## src/rpt_pkg.sv

```systemverilog
// constants and types of the single instruction repeat unit
package rpt_pkg;
    localparam int          CNT_W          = 16;
    localparam int          IRQ_W          = 8;
    // register byte offsets
    localparam logic [3:0]  OFS_COUNT      = 4'h0;
    localparam logic [3:0]  OFS_STATUS     = 4'h4;
    localparam logic [15:0] COUNT_RST      = 16'h0000;
    // status bit positions
    localparam int          ST_BUSY        = 0;
    localparam int          ST_MASKED      = 1;
    localparam int          ST_HOLD        = 2;
    localparam int          ST_PEND        = 3;
    localparam int          ST_REJECT      = 4;
    // bus answers
    localparam logic [1:0]  RESP_OKAY      = 2'h0;
    localparam logic [1:0]  RESP_SLVERR    = 2'h2;
    // first iteration of a multicycle instruction
    localparam int          CLK_MHZ        = 100;
    localparam int          FIRST_NS       = 30;
    localparam int          FIRST_CYC      = (FIRST_NS * CLK_MHZ + 999) / 1000;
    localparam logic [1:0]  FIRST_WAIT     = 2'(FIRST_CYC - 1);
    typedef enum logic [2:0] {
        CLS_OTHER   = 3'h0,
        CLS_TBL_RD  = 3'h1,
        CLS_TBL_WR  = 3'h2,
        CLS_BLK_D2P = 3'h3,
        CLS_BLK_P2D = 3'h4,
        CLS_BLK_D2D = 3'h5,
        CLS_MUL_MOVE = 3'h6,
        CLS_MULTI   = 3'h7
    } instr_class_t;
    typedef enum logic [2:0] {
        S_IDLE  = 3'b001,
        S_FIRST = 3'b010,
        S_RUN   = 3'b100
    } loop_state_t;
endpackage

```

## src/rpt_addr_if.sv

```systemverilog
// carrier between loop control and its address stepper
`timescale 1ns/100ps
interface rpt_addr_if;
    logic        load;
    logic        step;
    logic [15:0] start_addr;
    logic [15:0] addr;
    modport ctrl  (output load, output step, output start_addr, input addr);
    modport gen   (input load, input step, input start_addr, output addr);
endinterface

```

## src/rpt_addr_gen.sv

```systemverilog
// address stepper for repeated instructions
`timescale 1ns/100ps
module rpt_addr_gen (
    // clock and reset
    input  wire logic aclk,
    input  wire logic aresetn,
    // control side
    rpt_addr_if.gen   ai
);
    logic [15:0] addr_r;
    logic [15:0] addr_nxt;

    // load wins over step so a new loop never inherits the old address
    assign addr_nxt = ai.load ? ai.start_addr :
                      ai.step ? 16'(addr_r + 16'h0001) : addr_r;

    always_ff @(posedge aclk) begin
        if (!aresetn) begin
            addr_r <= 16'h0000;
        end else begin
            addr_r <= addr_nxt;
        end
    end

    assign ai.addr = addr_r;
endmodule

```

## src/single_instruction_repeat_unit.sv

```systemverilog
// repeat loop control with register access over axi4-lite
// How it works
// - repeated instruction runs count plus one times
// - full 16-bit range gives 65536 executions
// - count clears on reset, loaded by repeat loads
// - count decrements per execution, loop ends at zero
// - all interrupts masked from repeat decode to end
// - hold requests pause later iterations while loop runs, not the first
// - later iterations of multicycle instructions take one cycle
// - absolute address increments every iteration
// - repeated table read moves one word per cycle
// - only repeatable instructions enter the loop
// - table transfer address starts from accumulator low
// - data to program move starts from block address
// - repeated multiply accumulate with move does all steps
`timescale 1ns/100ps
module single_instruction_repeat_unit (
    // clock and reset
    input  wire logic                 aclk,
    input  wire logic                 aresetn,
    // axi4-lite write channels
    input  wire logic [3:0]           s_axi_awaddr,
    input  wire logic                 s_axi_awvalid,
    output logic                      s_axi_awready,
    input  wire logic [31:0]          s_axi_wdata,
    input  wire logic [3:0]           s_axi_wstrb,
    input  wire logic                 s_axi_wvalid,
    output logic                      s_axi_wready,
    output logic [1:0]                s_axi_bresp,
    output logic                      s_axi_bvalid,
    input  wire logic                 s_axi_bready,
    // axi4-lite read channels
    input  wire logic [3:0]           s_axi_araddr,
    input  wire logic                 s_axi_arvalid,
    output logic                      s_axi_arready,
    output logic [31:0]               s_axi_rdata,
    output logic [1:0]                s_axi_rresp,
    output logic                      s_axi_rvalid,
    input  wire logic                 s_axi_rready,
    // instruction decoder
    input  wire logic                 dec_valid,
    output logic                      dec_ready,
    input  wire logic                 dec_repeat_load,
    input  wire logic                 dec_repeat_zero,
    input  wire logic                 dec_repeatable,
    input  wire logic [2:0]           dec_class,
    input  wire logic [15:0]          dec_operand,
    input  wire logic [15:0]          dec_addr,
    // processor state
    input  wire logic [15:0]          accumulator_low_word,
    input  wire logic [15:0]          block_move_address_register,
    // execution pipeline
    output logic                      exec_valid,
    output logic                      exec_first,
    output logic                      exec_last,
    output logic [2:0]                exec_class,
    output logic [15:0]               exec_addr,
    output logic                      exec_once,
    output logic                      acc_clear,
    output logic                      acc_add_product_register,
    output logic                      treg_load,
    output logic                      mult_pmem,
    output logic                      data_move,
    // interrupts
    input  wire logic [rpt_pkg::IRQ_W-1:0] irq_req,
    input  wire logic [rpt_pkg::IRQ_W-1:0] irq_ack,
    output logic [rpt_pkg::IRQ_W-1:0]      irq_out,
    // bus hold pin
    input  wire logic                 hold_req,
    output logic                      hold_ack
);
    rpt_pkg::loop_state_t state_r, state_nxt;
    logic [15:0]               count_r;
    logic [15:0]               count_nxt;
    logic                      armed_r;
    logic [1:0]                first_r;
    logic [2:0]                class_r;
    logic [rpt_pkg::IRQ_W-1:0] pend_r;
    logic                      reject_r;
    logic                      hold_s1_r, hold_s2_r, hold_s3_r, hold_q_r;
    logic                      dec_fire;
    logic                      load_fire;
    logic                      loop_start;
    logic                      step;
    logic                      last_step;
    logic                      masked;
    logic                      sw_count_wr;
    logic [15:0]               start_addr;
    rpt_addr_if                ai ();

    function automatic logic is_multi(input logic [2:0] c);
        is_multi = (rpt_pkg::instr_class_t'(c) != rpt_pkg::CLS_OTHER);
    endfunction

    function automatic logic from_acc(input logic [2:0] c);
        from_acc = (c == rpt_pkg::CLS_TBL_RD) || (c == rpt_pkg::CLS_TBL_WR);
    endfunction

    // hold pin: three flops, a change counts once stages two and three agree
    always_ff @(posedge aclk) begin
        if (!aresetn) begin
            hold_s1_r <= 1'b0;
            hold_s2_r <= 1'b0;
            hold_s3_r <= 1'b0;
            hold_q_r  <= 1'b0;
        end else begin
            hold_s1_r <= hold_req;
            hold_s2_r <= hold_s1_r;
            hold_s3_r <= hold_s2_r;
            if (hold_s2_r == hold_s3_r) begin
                hold_q_r <= hold_s3_r;
            end
        end
    end
    assign hold_ack = hold_q_r;

    // decoder handshake: the decoder stalls while a loop is running
    assign dec_ready  = (state_r == rpt_pkg::S_IDLE);
    assign dec_fire   = dec_valid && dec_ready;
    assign load_fire  = dec_fire && (dec_repeat_load || dec_repeat_zero);
    // an armed repeat only takes a repeatable instruction
    assign loop_start = dec_fire && armed_r && !load_fire && dec_repeatable;
    assign exec_once  = dec_fire && !load_fire && !loop_start;
    assign acc_clear  = load_fire && dec_repeat_zero;

    // iteration: the first waits out the multicycle fill, the rest go
    // one per cycle; hold freezes only these, not the fill counter or the first
    assign step      = ((state_r == rpt_pkg::S_FIRST) && (first_r == 2'h0)) ||
                       ((state_r == rpt_pkg::S_RUN) && !hold_q_r);
    assign last_step = step && (count_r == 16'h0000);

    always_comb begin
        state_nxt = state_r;
        case (state_r)
            rpt_pkg::S_IDLE: begin
                if (loop_start) begin
                    state_nxt = rpt_pkg::S_FIRST;
                end
            end
            rpt_pkg::S_FIRST: begin
                if (last_step) begin
                    state_nxt = rpt_pkg::S_IDLE;
                end else if (step) begin
                    state_nxt = rpt_pkg::S_RUN;
                end
            end
            rpt_pkg::S_RUN: begin
                if (last_step) begin
                    state_nxt = rpt_pkg::S_IDLE;
                end
            end
            default: begin
                state_nxt = rpt_pkg::S_IDLE;
            end
        endcase
    end

    // count: repeat loads win, a direct write only lands while idle
    // and unarmed, since loading it mid loop would corrupt the loop
    assign count_nxt = load_fire   ? dec_operand :
                       (step && !last_step) ? 16'(count_r - 16'h0001) :
                       sw_count_wr ? s_axi_wdata[15:0] : count_r;

    always_ff @(posedge aclk) begin
        if (!aresetn) begin
            state_r  <= rpt_pkg::S_IDLE;
            count_r  <= rpt_pkg::COUNT_RST;
            armed_r  <= 1'b0;
            first_r  <= 2'h0;
            class_r  <= 3'h0;
            reject_r <= 1'b0;
        end else begin
            state_r <= state_nxt;
            count_r <= count_nxt;
            if (load_fire) begin
                armed_r <= 1'b1;
            end else if (dec_fire) begin
                armed_r <= 1'b0;
            end
            if (loop_start) begin
                first_r <= is_multi(dec_class) ? rpt_pkg::FIRST_WAIT : 2'h0;
                class_r <= dec_class;
            end else if (first_r != 2'h0) begin
                first_r <= first_r - 2'h1;
            end
            if (dec_fire && armed_r && !load_fire && !dec_repeatable) begin
                reject_r <= 1'b1;
            end else if (load_fire) begin
                reject_r <= 1'b0;
            end
        end
    end

    // start address of the stepped operand
    assign start_addr = from_acc(dec_class) ? accumulator_low_word :
                        (dec_class == rpt_pkg::CLS_BLK_D2P) ?
                        block_move_address_register : dec_addr;
    assign ai.load       = loop_start;
    assign ai.start_addr = start_addr;
    assign ai.step       = step;

    rpt_addr_gen rpt_addr_gen_i (
        .aclk    (aclk),
        .aresetn (aresetn),
        .ai      (ai.gen)
    );

    // pipeline strobes
    assign exec_valid   = step;
    assign exec_first   = step && (state_r == rpt_pkg::S_FIRST);
    assign exec_last    = last_step;
    assign exec_class   = class_r;
    assign exec_addr    = ai.addr;
    assign acc_add_product_register = step && (class_r == rpt_pkg::CLS_MUL_MOVE);
    assign treg_load    = acc_add_product_register;
    assign mult_pmem    = acc_add_product_register;
    assign data_move    = acc_add_product_register;

    // interrupts: reset is the only thing not masked, since it bypasses this unit
    assign masked  = armed_r || (state_r != rpt_pkg::S_IDLE);
    assign irq_out = masked ? '0 : pend_r;

    always_ff @(posedge aclk) begin
        if (!aresetn) begin
            pend_r <= '0;
        end else begin
            // a new request wins over an acknowledge in the same cycle
            pend_r <= (pend_r & ~irq_ack) | irq_req;
        end
    end

    // axi4-lite slave: address and data taken together, one of each in flight
    logic        bvalid_r;
    logic [1:0]  bresp_r;
    logic        rvalid_r;
    logic [1:0]  rresp_r;
    logic [31:0] rdata_r;
    logic        wr_fire;
    logic        rd_fire;
    logic        wr_hit_cnt;
    logic        wr_hit_st;
    logic        rd_hit_cnt;
    logic        rd_hit_st;
    logic [31:0] status_w;

    assign wr_fire       = s_axi_awvalid && s_axi_wvalid && !bvalid_r;
    assign s_axi_awready = wr_fire;
    assign s_axi_wready  = wr_fire;
    assign wr_hit_cnt    = (s_axi_awaddr == rpt_pkg::OFS_COUNT);
    assign wr_hit_st     = (s_axi_awaddr == rpt_pkg::OFS_STATUS);
    assign sw_count_wr   = wr_fire && wr_hit_cnt && (s_axi_wstrb[1:0] == 2'h3) &&
                           dec_ready && !armed_r && !load_fire;
    assign rd_fire       = s_axi_arvalid && !rvalid_r;
    assign s_axi_arready = !rvalid_r;
    assign rd_hit_cnt    = (s_axi_araddr == rpt_pkg::OFS_COUNT);
    assign rd_hit_st     = (s_axi_araddr == rpt_pkg::OFS_STATUS);

    always_comb begin
        status_w = 32'h0000_0000;
        status_w[rpt_pkg::ST_BUSY]   = (state_r != rpt_pkg::S_IDLE);
        status_w[rpt_pkg::ST_MASKED] = masked;
        status_w[rpt_pkg::ST_HOLD]   = hold_q_r;
        status_w[rpt_pkg::ST_PEND]   = |pend_r;
        status_w[rpt_pkg::ST_REJECT] = reject_r;
    end

    always_ff @(posedge aclk) begin
        if (!aresetn) begin
            bvalid_r <= 1'b0;
            bresp_r  <= rpt_pkg::RESP_OKAY;
            rvalid_r <= 1'b0;
            rresp_r  <= rpt_pkg::RESP_OKAY;
            rdata_r  <= 32'h0000_0000;
        end else begin
            if (wr_fire) begin
                bvalid_r <= 1'b1;
                bresp_r  <= (wr_hit_cnt || wr_hit_st) ? rpt_pkg::RESP_OKAY :
                                                        rpt_pkg::RESP_SLVERR;
            end else if (s_axi_bready) begin
                bvalid_r <= 1'b0;
            end
            if (rd_fire) begin
                rvalid_r <= 1'b1;
                rresp_r  <= (rd_hit_cnt || rd_hit_st) ? rpt_pkg::RESP_OKAY :
                                                        rpt_pkg::RESP_SLVERR;
                rdata_r  <= rd_hit_cnt ? {16'h0000, count_r} :
                            rd_hit_st  ? status_w : 32'h0000_0000;
            end else if (s_axi_rready) begin
                rvalid_r <= 1'b0;
            end
        end
    end
    assign s_axi_bvalid = bvalid_r;
    assign s_axi_bresp  = bresp_r;
    assign s_axi_rvalid = rvalid_r;
    assign s_axi_rresp  = rresp_r;
    assign s_axi_rdata  = rdata_r;

    // helper: executions counted against the loaded count
    logic [16:0] iter_r;
    logic [15:0] start_n_r;
    always_ff @(posedge aclk) begin
        if (!aresetn) begin
            iter_r    <= 17'h00000;
            start_n_r <= 16'h0000;
        end else if (loop_start) begin
            iter_r    <= 17'h00000;
            start_n_r <= count_r;
        end else if (step) begin
            iter_r <= 17'(iter_r + 17'h00001);
        end
    end

    AST_ITER_COUNT: assert property (@(posedge aclk) disable iff (!aresetn)
        exec_last |-> (iter_r == {1'b0, start_n_r}))
        else $error("loop did not run count plus one times");
    AST_LOAD: assert property (@(posedge aclk) disable iff (!aresetn)
        load_fire |=> (count_r == $past(dec_operand)))
        else $error("repeat load did not set the count");
    AST_DECR: assert property (@(posedge aclk) disable iff (!aresetn)
        (step && !last_step) |=> (count_r == 16'($past(count_r) - 16'h0001)))
        else $error("count not decremented per execution");
    AST_END_ZERO: assert property (@(posedge aclk) disable iff (!aresetn)
        last_step |=> (state_r == rpt_pkg::S_IDLE) && dec_ready)
        else $error("loop did not end at zero");
    AST_MASK: assert property (@(posedge aclk) disable iff (!aresetn)
        load_fire |=> (irq_out == '0) until (state_r == rpt_pkg::S_IDLE && !armed_r))
        else $error("interrupt passed during repeat loop");
    AST_HOLD: assert property (@(posedge aclk) disable iff (!aresetn)
        (hold_q_r && state_r == rpt_pkg::S_RUN) |-> !exec_valid && hold_ack)
        else $error("iteration issued during hold");
    AST_ONE_CYCLE: assert property (@(posedge aclk) disable iff (!aresetn)
        (exec_valid && !exec_last) ##1 !hold_q_r |-> exec_valid)
        else $error("later iteration took more than one cycle");
    AST_ADDR_INC: assert property (@(posedge aclk) disable iff (!aresetn)
        (exec_valid && !exec_last) |=> (exec_addr == 16'($past(exec_addr) + 16'h0001)))
        else $error("address did not advance");
    AST_TBL_FIRST: assert property (@(posedge aclk) disable iff (!aresetn)
        (loop_start && dec_class == rpt_pkg::CLS_TBL_RD) |-> ##3 (exec_valid && exec_first))
        else $error("table read first iteration timing wrong");
    AST_REJECT: assert property (@(posedge aclk) disable iff (!aresetn)
        (dec_fire && armed_r && !load_fire && !dec_repeatable) |=> state_r == rpt_pkg::S_IDLE)
        else $error("non repeatable instruction entered loop");
    AST_ACC_ADDR: assert property (@(posedge aclk) disable iff (!aresetn)
        (loop_start && dec_class == rpt_pkg::CLS_TBL_RD) |=>
        (exec_addr == $past(accumulator_low_word)))
        else $error("table address not from accumulator low");
    AST_BLK_ADDR: assert property (@(posedge aclk) disable iff (!aresetn)
        (loop_start && dec_class == rpt_pkg::CLS_BLK_D2P) |=>
        (exec_addr == $past(block_move_address_register)))
        else $error("block move address not from block register");
    AST_MUL_MOVE: assert property (@(posedge aclk) disable iff (!aresetn)
        (exec_valid && exec_class == rpt_pkg::CLS_MUL_MOVE) |->
        (acc_add_product_register && treg_load && mult_pmem && data_move))
        else $error("multiply accumulate move step missing");
    AST_PEND: assert property (@(posedge aclk) disable iff (!aresetn)
        (irq_req[0] && masked) |=> pend_r[0] && (irq_out[0] == !masked))
        else $error("masked interrupt lost");

    COV_LOOP: cover property (@(posedge aclk) disable iff (!aresetn)
        loop_start ##[1:20] exec_last);
    COV_HOLD: cover property (@(posedge aclk) disable iff (!aresetn)
        hold_q_r && state_r == rpt_pkg::S_RUN);
    COV_TBL: cover property (@(posedge aclk) disable iff (!aresetn)
        loop_start && dec_class == rpt_pkg::CLS_TBL_RD);
    COV_IRQ: cover property (@(posedge aclk) disable iff (!aresetn)
        masked && irq_req[0] ##[1:30] irq_out[0]);
endmodule

```

## config.mk

```make
export PLATFORM = sky130hd
export DESIGN_NAME = single_instruction_repeat_unit
export DESIGN_NICKNAME = d
export VERILOG_FILES = /design/src/rpt_pkg.sv /design/src/rpt_addr_if.sv /design/src/rpt_addr_gen.sv /design/src/single_instruction_repeat_unit.sv
export SDC_FILE = /design/constraint.sdc
export NUM_CORES = 1
export LEC_CHECK = 0
export CAP_MARGIN = 20
export CELL_PAD_IN_SITES_DETAIL_PLACEMENT = 0
export CELL_PAD_IN_SITES_GLOBAL_PLACEMENT = 1
export CORE_ASPECT_RATIO = 1.1
export CORE_MARGIN = 2
export CORE_UTILIZATION = 50
export CTS_BUF_LIST = sky130_fd_sc_hd__clkbuf_4 sky130_fd_sc_hd__clkbuf_8
export CTS_CLUSTER_DIAMETER = 30
export CTS_CLUSTER_SIZE = 14
export DETAILED_ROUTE_END_ITERATION = 16
export DONT_BUFFER_PORTS = 1
export MAX_ROUTING_LAYER = met4
export PLACE_DENSITY = 0.92
export SYNTH_ARGS = -nofsm -noshare
export SYNTH_HDL_FRONTEND = slang
export SYNTH_HIERARCHICAL = 1
export SYNTH_SLANG_ARGS = --single-unit
```

## constraint.sdc

```tcl
create_clock -name aclk -period 3.7 [get_ports aclk]
set_input_delay 0.185 -clock aclk [delete_from_list [all_inputs] [get_ports aclk]]
set_output_delay 0.185 -clock aclk [all_outputs]
set_load 0.005 [all_outputs]
```

==> impl_metrics.py, run 1 <==
metrics = {
    "synthesis": {
        "synth_common_cells": "dfxtp_1 (74), nand2_1 (47), nor2_1 (46), a21oi_1 (43), o21ai_0 (39)",
        "async_flop_share_pct": 0,
        "synth_area_um2": 4510,
        "syn_area_per_cell_um2": 8.10,
        "ys.flop_type": "dfxtp_1",
        "synthCells": 557,
        "synth_top_area_share_pct": 32.8,
        "synth_top_cell_by_area": "dfxtp_1",
        "synthTopCellsByArea": "dfxtp_1 (33%), a22oi_1 (4.8%), a21oi_1 (4.8%)",
        "ys_seq_elements": 74,
        "synth_edf_count": 0,
        "synth_seq_area_share_pct": 32.8,
        "synth_cell_types": 69,
        "synthMostInstantiatedCell": "dfxtp_1",
        "ys_warn_count": 6,
    },
    "cts": {
        "clk-insertion-delay-late_ns": 0.35,
        "clk_path_buf_depth": 2,
        "cts_hold_buf": 19,
        "numClockSinks": 74,
        "cts_resized": 0,
        "cts_made_buffers": 9,
        "clock-root-buffer": "clkbuf_8",
        "cts_setup_buffers": 0,
        "clkTransAtPathRegs_ns": 0.09,
        "cts_tree": "yes",
        "cts_max_level": 3,
    },
    "pwr": {
        "power.density_nw_per_um2": 385,
        "vdd_ir_drop_max_mv": 0.165,
        "p_leak_nw": 1.90,
    },
    "sta": {
        "min_period_ns": 2.53,
        "skew_ns": 0.00933,
        "timing.final.crit_share_pct": 68.4,
        "fmax_ghz": 0.395,
        "rsz0062_at_grt": "no",
        "hold_viol_final": 0,
        "tightest_slew_ns": 0.956,
        "relSlewSlack_pct": 35.8,
        "fin_setup_tns_ns": 0,
        "setup_viol_count_final": 0,
        "drv_slew": 0,
    },
    "setup_path": {
        "reg2reg_depth": 7,
        "crit_fanout": 32,
        "cp.required_ns": 3.90,
        "crit_path_start": "state_r[1]",
        "crit_type": "reg2reg",
        "end_kind": "flip-flop",
        "r2r-start": "state_r[1]",
        "crit_arrival_ns": 2.73,
        "r2r_slack_ns": 1.17,
        "worstSetupStartpointType": "flip-flop",
        "worstReg2RegEnd": "rpt_addr_gen_i/ai.addr[5]",
        "cp-endpoint": "rpt_addr_gen_i/ai.addr[5]",
    },
    "global_route": {
        "grt.overflow.total": 0,
        "grt_pass1_vias": 4027,
        "antenna_found_initial": 0,
        "grt_util_all_layers_pct": 26.7,
        "grt_max_degree": 35,
        "grt_pass1_wl_mm": 20.1,
    },
    "finish": {
        "fin_nets": 694,
        "final_util_pct": 54.6,
        "syn_to_final_growth_pct": 6.91,
        "stdcell_area_um2": 4820,
        "drive_gt1_share_pct": 11.2,
        "diodes": 0,
    },
    "placement": {
        "hpwl_mm": 9.07,
        "place.gp.congestion": 0.915,
        "placed_area_um2": 4400,
        "portBuffers": 0,
    },
    "route": {
        "ant_nets": 0,
        "post-route-drc-count": 0,
        "drt_iter0_markers": 277,
        "first_pass_iters": 5,
        "viasPerCell": 6.26,
        "num_vias": 4196,
        "routedWlPerCell_um": 19.4,
        "drt-total-wl_mm": 13.0,
    },
    "worst_hold_path": {
        "hold_path.class": "in2reg",
    },
    "floorplan": {
        "ios": 218,
        "die_x_um": 94.6,
        "die_y_um": 104,
        "num_rows": 36,
        "die-area_um2": 9800,
        "start_util_pct": 51.1,
        "coreArea_um2": 8830,
    },
    "job": {
        "cap_violations": 0,
    },
    "run_status": {
        "status": "completed",
    },
}
[cell families (layout without fill, tap and decap cells)]
logic type               Yosys count  count (layout)  synth area share, %
AO/OA/AOI/OAI                    164             164                 24.1
XOR/XNOR                          17              17                 3.30
adder cells (fa/ha/maj)            4               4                 1.11
buffers and inverters             84              66                 9.68
flip-flops                        74              74                 32.8
multiplexers                      20              20                 4.91
other                              1              18               0.0831
AND/OR/NAND/NOR                  193             193                 24.0
[critical path: stages, from the launching register on]
cell       delay, ns
dfxtp_1         0.42
nand4bb_1       0.32
nor2_1          0.24
nand3_1         0.26
inv_1           0.28
inv_1           0.44
o21ai_0         0.35
a21oi_1         0.07
[state kept, by name, indices dropped and copies added, names as in the netlist, 2 cells and up]
signal / flops
s_axi_rdata: 16
pend_r: 8
first_r: 2
state_r: 3
exec_class: 3
rpt_addr_gen_i/ai.addr: 16
count_r: 16
[layout by cell type (no fill, tap or decap), types with 7 or more instances in the layout]
master / n
nor4_1: 7
xnor2_1: 12
nor2_1: 46
mux2_2: 17
clkbuf_8: 9
nor3_1: 20
dfxtp_1: 74
inv_1: 24
o21ai_0: 39
a211oi_1: 8
a22oi_1: 29
nand4_1: 8
dlygate4sd3_1: 18
o211a_1: 7
and2_1: 13
a21oi_1: 43
nand2_1: 47
o221ai_1: 8
conb_1: 18
nand3_1: 15
[cell type report]
type | instances | area [um^2]
fill | 855 | 4010
multi-input combinational | 416 | 2660
sequential | 74 | 1480
timing repair buffer | 25 | 243
tap | 114 | 143
clock buffer | 9 | 124
inverter | 25 | 93.8
clock inverter | 7 | 81.3
[metrics by stage]
stage / setup WS [ns] / std cells / power [mW] / hold slack, ns
after floorplan: 1.79 / 574 / 1.15 / 0.284
after global placement: 1.33 / 632 / 1.17 / 0.284
after detailed placement: 1.24 / 632 / 1.18 / 0.293
after CTS: 1.23 / 667 / 1.87 / 0.00196
after global routing: 0.898 / 670 / 1.95 / 0.000335
final: 1.17 / 670 / 1.86 / 0.0140
[routing by layer]
| layer | GRT usage, % | part of all wire (%) | wire [um] | vias to the layer above |
|---|---|---|---|---|
| met5 | - | 0 | 0 | - |
| met4 | 7.97 | 1.6 | 205 | 0 |
| met3 | 8.07 | 8.8 | 1140 | 22 |
| met2 | 47.7 | 53 | 6840 | 189 |
| met1 | 27.8 | 37 | 4820 | 2006 |
| li1 | - | - | - | 1979 |
[power breakdown]
group | switching, mW | internal, mW | total [mW]
logic | 0.174 | 0.140 | 0.313
registers | 0.0479 | 0.835 | 0.883
clock network | 0.338 | 0.322 | 0.660
[how the worst min path moves through the flow]
stage	startpoint	end	slack (ns)	depth (start not counted)
2_1_floorplan	s_axi_rready	s_axi_rvalid	0.28	1
3_3_place_gp	aresetn	state_r[0]	0.28	1
3_5_place_dp	s_axi_rready	s_axi_rvalid	0.29	1
4_1_cts	s_axi_bready	s_axi_bvalid	0.002	3
5_1_grt	aresetn	count_r[0]	0.0003	2
6_report	dec_operand[13]	count_r[13]	0.01	2
No activity file was read; power rests on OpenSTA's default activity.
==> inputs of run 2 (changes only) <==
- CORE_UTILIZATION: 50 -> 46
- PLACE_DENSITY: 0.92 -> 0.86
- clock period: 3.7 -> 2.4 ns (I/O delays scaled with it)
==> run 2 against run 1 <==
Worst hold slack worse by 0.0021 ns. Fmax up 12%. Global-route usage down 1.0 points. Critical path depth unchanged. Highest routed layer unchanged. Non-clock buffer count up 44. Critical path type unchanged. Sequential power up 53%.
==> impl_metrics.py, run 2 (same netlist as run 1, synthesis figures left out) <==
metrics = {
    "global_route": {
        "grt_pass1_wl_mm": 21.2,
        "antenna_found_initial": 0,
        "grt_max_degree": 40,
        "grt.overflow.total": 0,
        "grt_pass1_vias": 4288,
        "grt_util_all_layers_pct": 25.6,
    },
    "placement": {
        "place.gp.congestion": 0.888,
        "hpwl_mm": 9.60,
        "dp_cells": 656,
        "dp_slack_ns": 0.216,
        "portBuffers": 0,
    },
    "finish": {
        "syn_to_final_growth_pct": 16.3,
        "diodes": 0,
        "final_common_cell": "dfxtp_1",
        "layout_common_cells": "dfxtp_1 (73), nand2_1 (47), nor2_1 (46)",
        "fin_cells": 718,
        "fin_nets": 739,
        "drive_gt1_share_pct": 14.1,
        "final_util_pct": 55.5,
    },
    "setup_path": {
        "crit_fanout": 13,
        "end_kind": "flip-flop",
        "cp_cell_sequence": "and4bb_2 -> nand2_1 -> buf_4 -> nand3_1 -> nand2_1 -> dlygate4sd3_1 -> o31a_1",
        "r2r_slack_ns": 0.13,
        "worstReg2RegEnd": "count_r[9]",
        "cp_slowest_stage_delay_ns": 0.54,
        "r2r-start": "state_r[2]",
        "path_common_cell": "nand2_1",
        "crit_arrival_ns": 2.52,
        "cp-endpoint": "count_r[9]",
        "slowest_stage": "dlygate4sd3_1",
        "crit_path_start": "state_r[2]",
        "worstSetupStartpointType": "flip-flop",
        "crit_type": "reg2reg",
        "cp.required_ns": 2.65,
        "reg2reg_depth": 7,
    },
    "pwr": {
        "p_comb_share_pct": 19.2,
        "p_seq_share_pct": 45.7,
        "clock_power_share_pct": 35.1,
        "power.density_nw_per_um2": 562,
        "switching_power_mw": 0.888,
        "power_mw": 2.95,
        "swShare_pct": 30.1,
        "p_int_mw": 2.06,
        "p_leak_nw": 2.12,
        "vdd_ir_drop_max_mv": 0.471,
    },
    "sta": {
        "timing.final.crit_share_pct": 94.5,
        "rsz0062_at_grt": "no",
        "min_period_ns": 2.27,
        "drv_slew": 0,
        "hold_viol_final": 0,
        "tightest_slew_ns": 0.713,
        "skew_ns": 0.00627,
        "fmax_ghz": 0.441,
        "setup_ws_ns": 0.133,
        "setup_viol_count_final": 0,
        "fin_setup_tns_ns": 0,
        "relSlewSlack_pct": 52.1,
    },
    "floorplan": {
        "die-area_um2": 10600,
        "ios": 218,
        "die_x_um": 98.4,
        "die_y_um": 108,
        "num_rows": 37,
        "start_util_pct": 47.8,
        "coreArea_um2": 9440,
    },
    "cts": {
        "clk-insertion-delay-late_ns": 0.35,
        "clock-root-buffer": "clkbuf_8",
        "clk_path_buf_depth": 2,
        "cts_max_level": 3,
        "numClockSinks": 74,
        "cts_tree": "yes",
        "cts_made_buffers": 9,
        "clkTransAtPathRegs_ns": 0.09,
    },
    "job": {
        "cap_violations": 0,
    },
    "route": {
        "num_vias": 4332,
        "viasPerCell": 6.03,
        "post-route-drc-count": 0,
        "drt-total-wl_mm": 13.5,
        "routedWlPerCell_um": 18.9,
        "ant_nets": 0,
        "drt_iter0_markers": 257,
        "first_pass_iters": 6,
    },
    "worst_hold_path": {
        "hold_path.class": "in2reg",
    },
    "run_status": {
        "status": "completed",
    },
}
run 2: worst min path at each step:
stage                         startpoint           end  slack, ns  depth (start not counted)
after floorplan             s_axi_rready  s_axi_rvalid       0.22                          1
after global placement           aresetn    state_r[0]       0.22                          1
after detailed placement         aresetn    state_r[0]       0.22                          1
after CTS                 dec_operand[0]    count_r[0]      0.001                          2
after global routing      dec_operand[1]    count_r[1]       0.02                          2
final                     dec_operand[0]    count_r[0]       0.01                          2
run 2: through the flow:
step / hold WS [ns] / area (um^2)
4_1_cts: 0.00109 / 5200
5_1_grt: 0.0232 / 5250
3_5_place_dp: 0.221 / 4560
3_3_place_gp: 0.219 / 4540
6_report: 0.0119 / 5250
2_1_floorplan: 0.219 / 4570
run 2: cell type report:
class                      count  area, um^2
clock buffer                   9         124
clock inverter                 7        86.3
fill                         902        4200
inverter                      25        97.6
multi-input combinational    416        2670
sequential                    74        1480
tap                          117         146
timing repair buffer          69         636
timing repair inverter         1        7.51
run 2: power groups by stage:
stage	sequential, mW	clock, mW	combinational, mW
global placement	1.37	0	0.466
floorplan	1.36	0	0.415
finish	1.35	1.03	0.566
detailed placement	1.37	0	0.485
CTS	1.35	1.06	0.557
global route	1.35	1.12	0.632
run 2: routing by layer:
metal	global-route usage, %	wire length [um]
met5	-	0
met4	10.6	342
met3	5.19	993
met2	46.3	7080
met1	27.4	5130
run 2: critical path, delay by kind of cell (launching register included):
family	cells	cell delay (ns)
AOI/OAI and AO/OA	1	0.27
buffers and inverters	2	0.77
DFF	1	0.42
and+or+nand+nor	4	0.71
run 2: what timing repair did:
action / in CTS / in global routing
setup buffers: 0 / 1
endpoints found under the hold margin: 54 / 1
hold buffers: 42 / 1
gates resized for setup: 0 / 4
setup endpoints to repair: 0 / 13
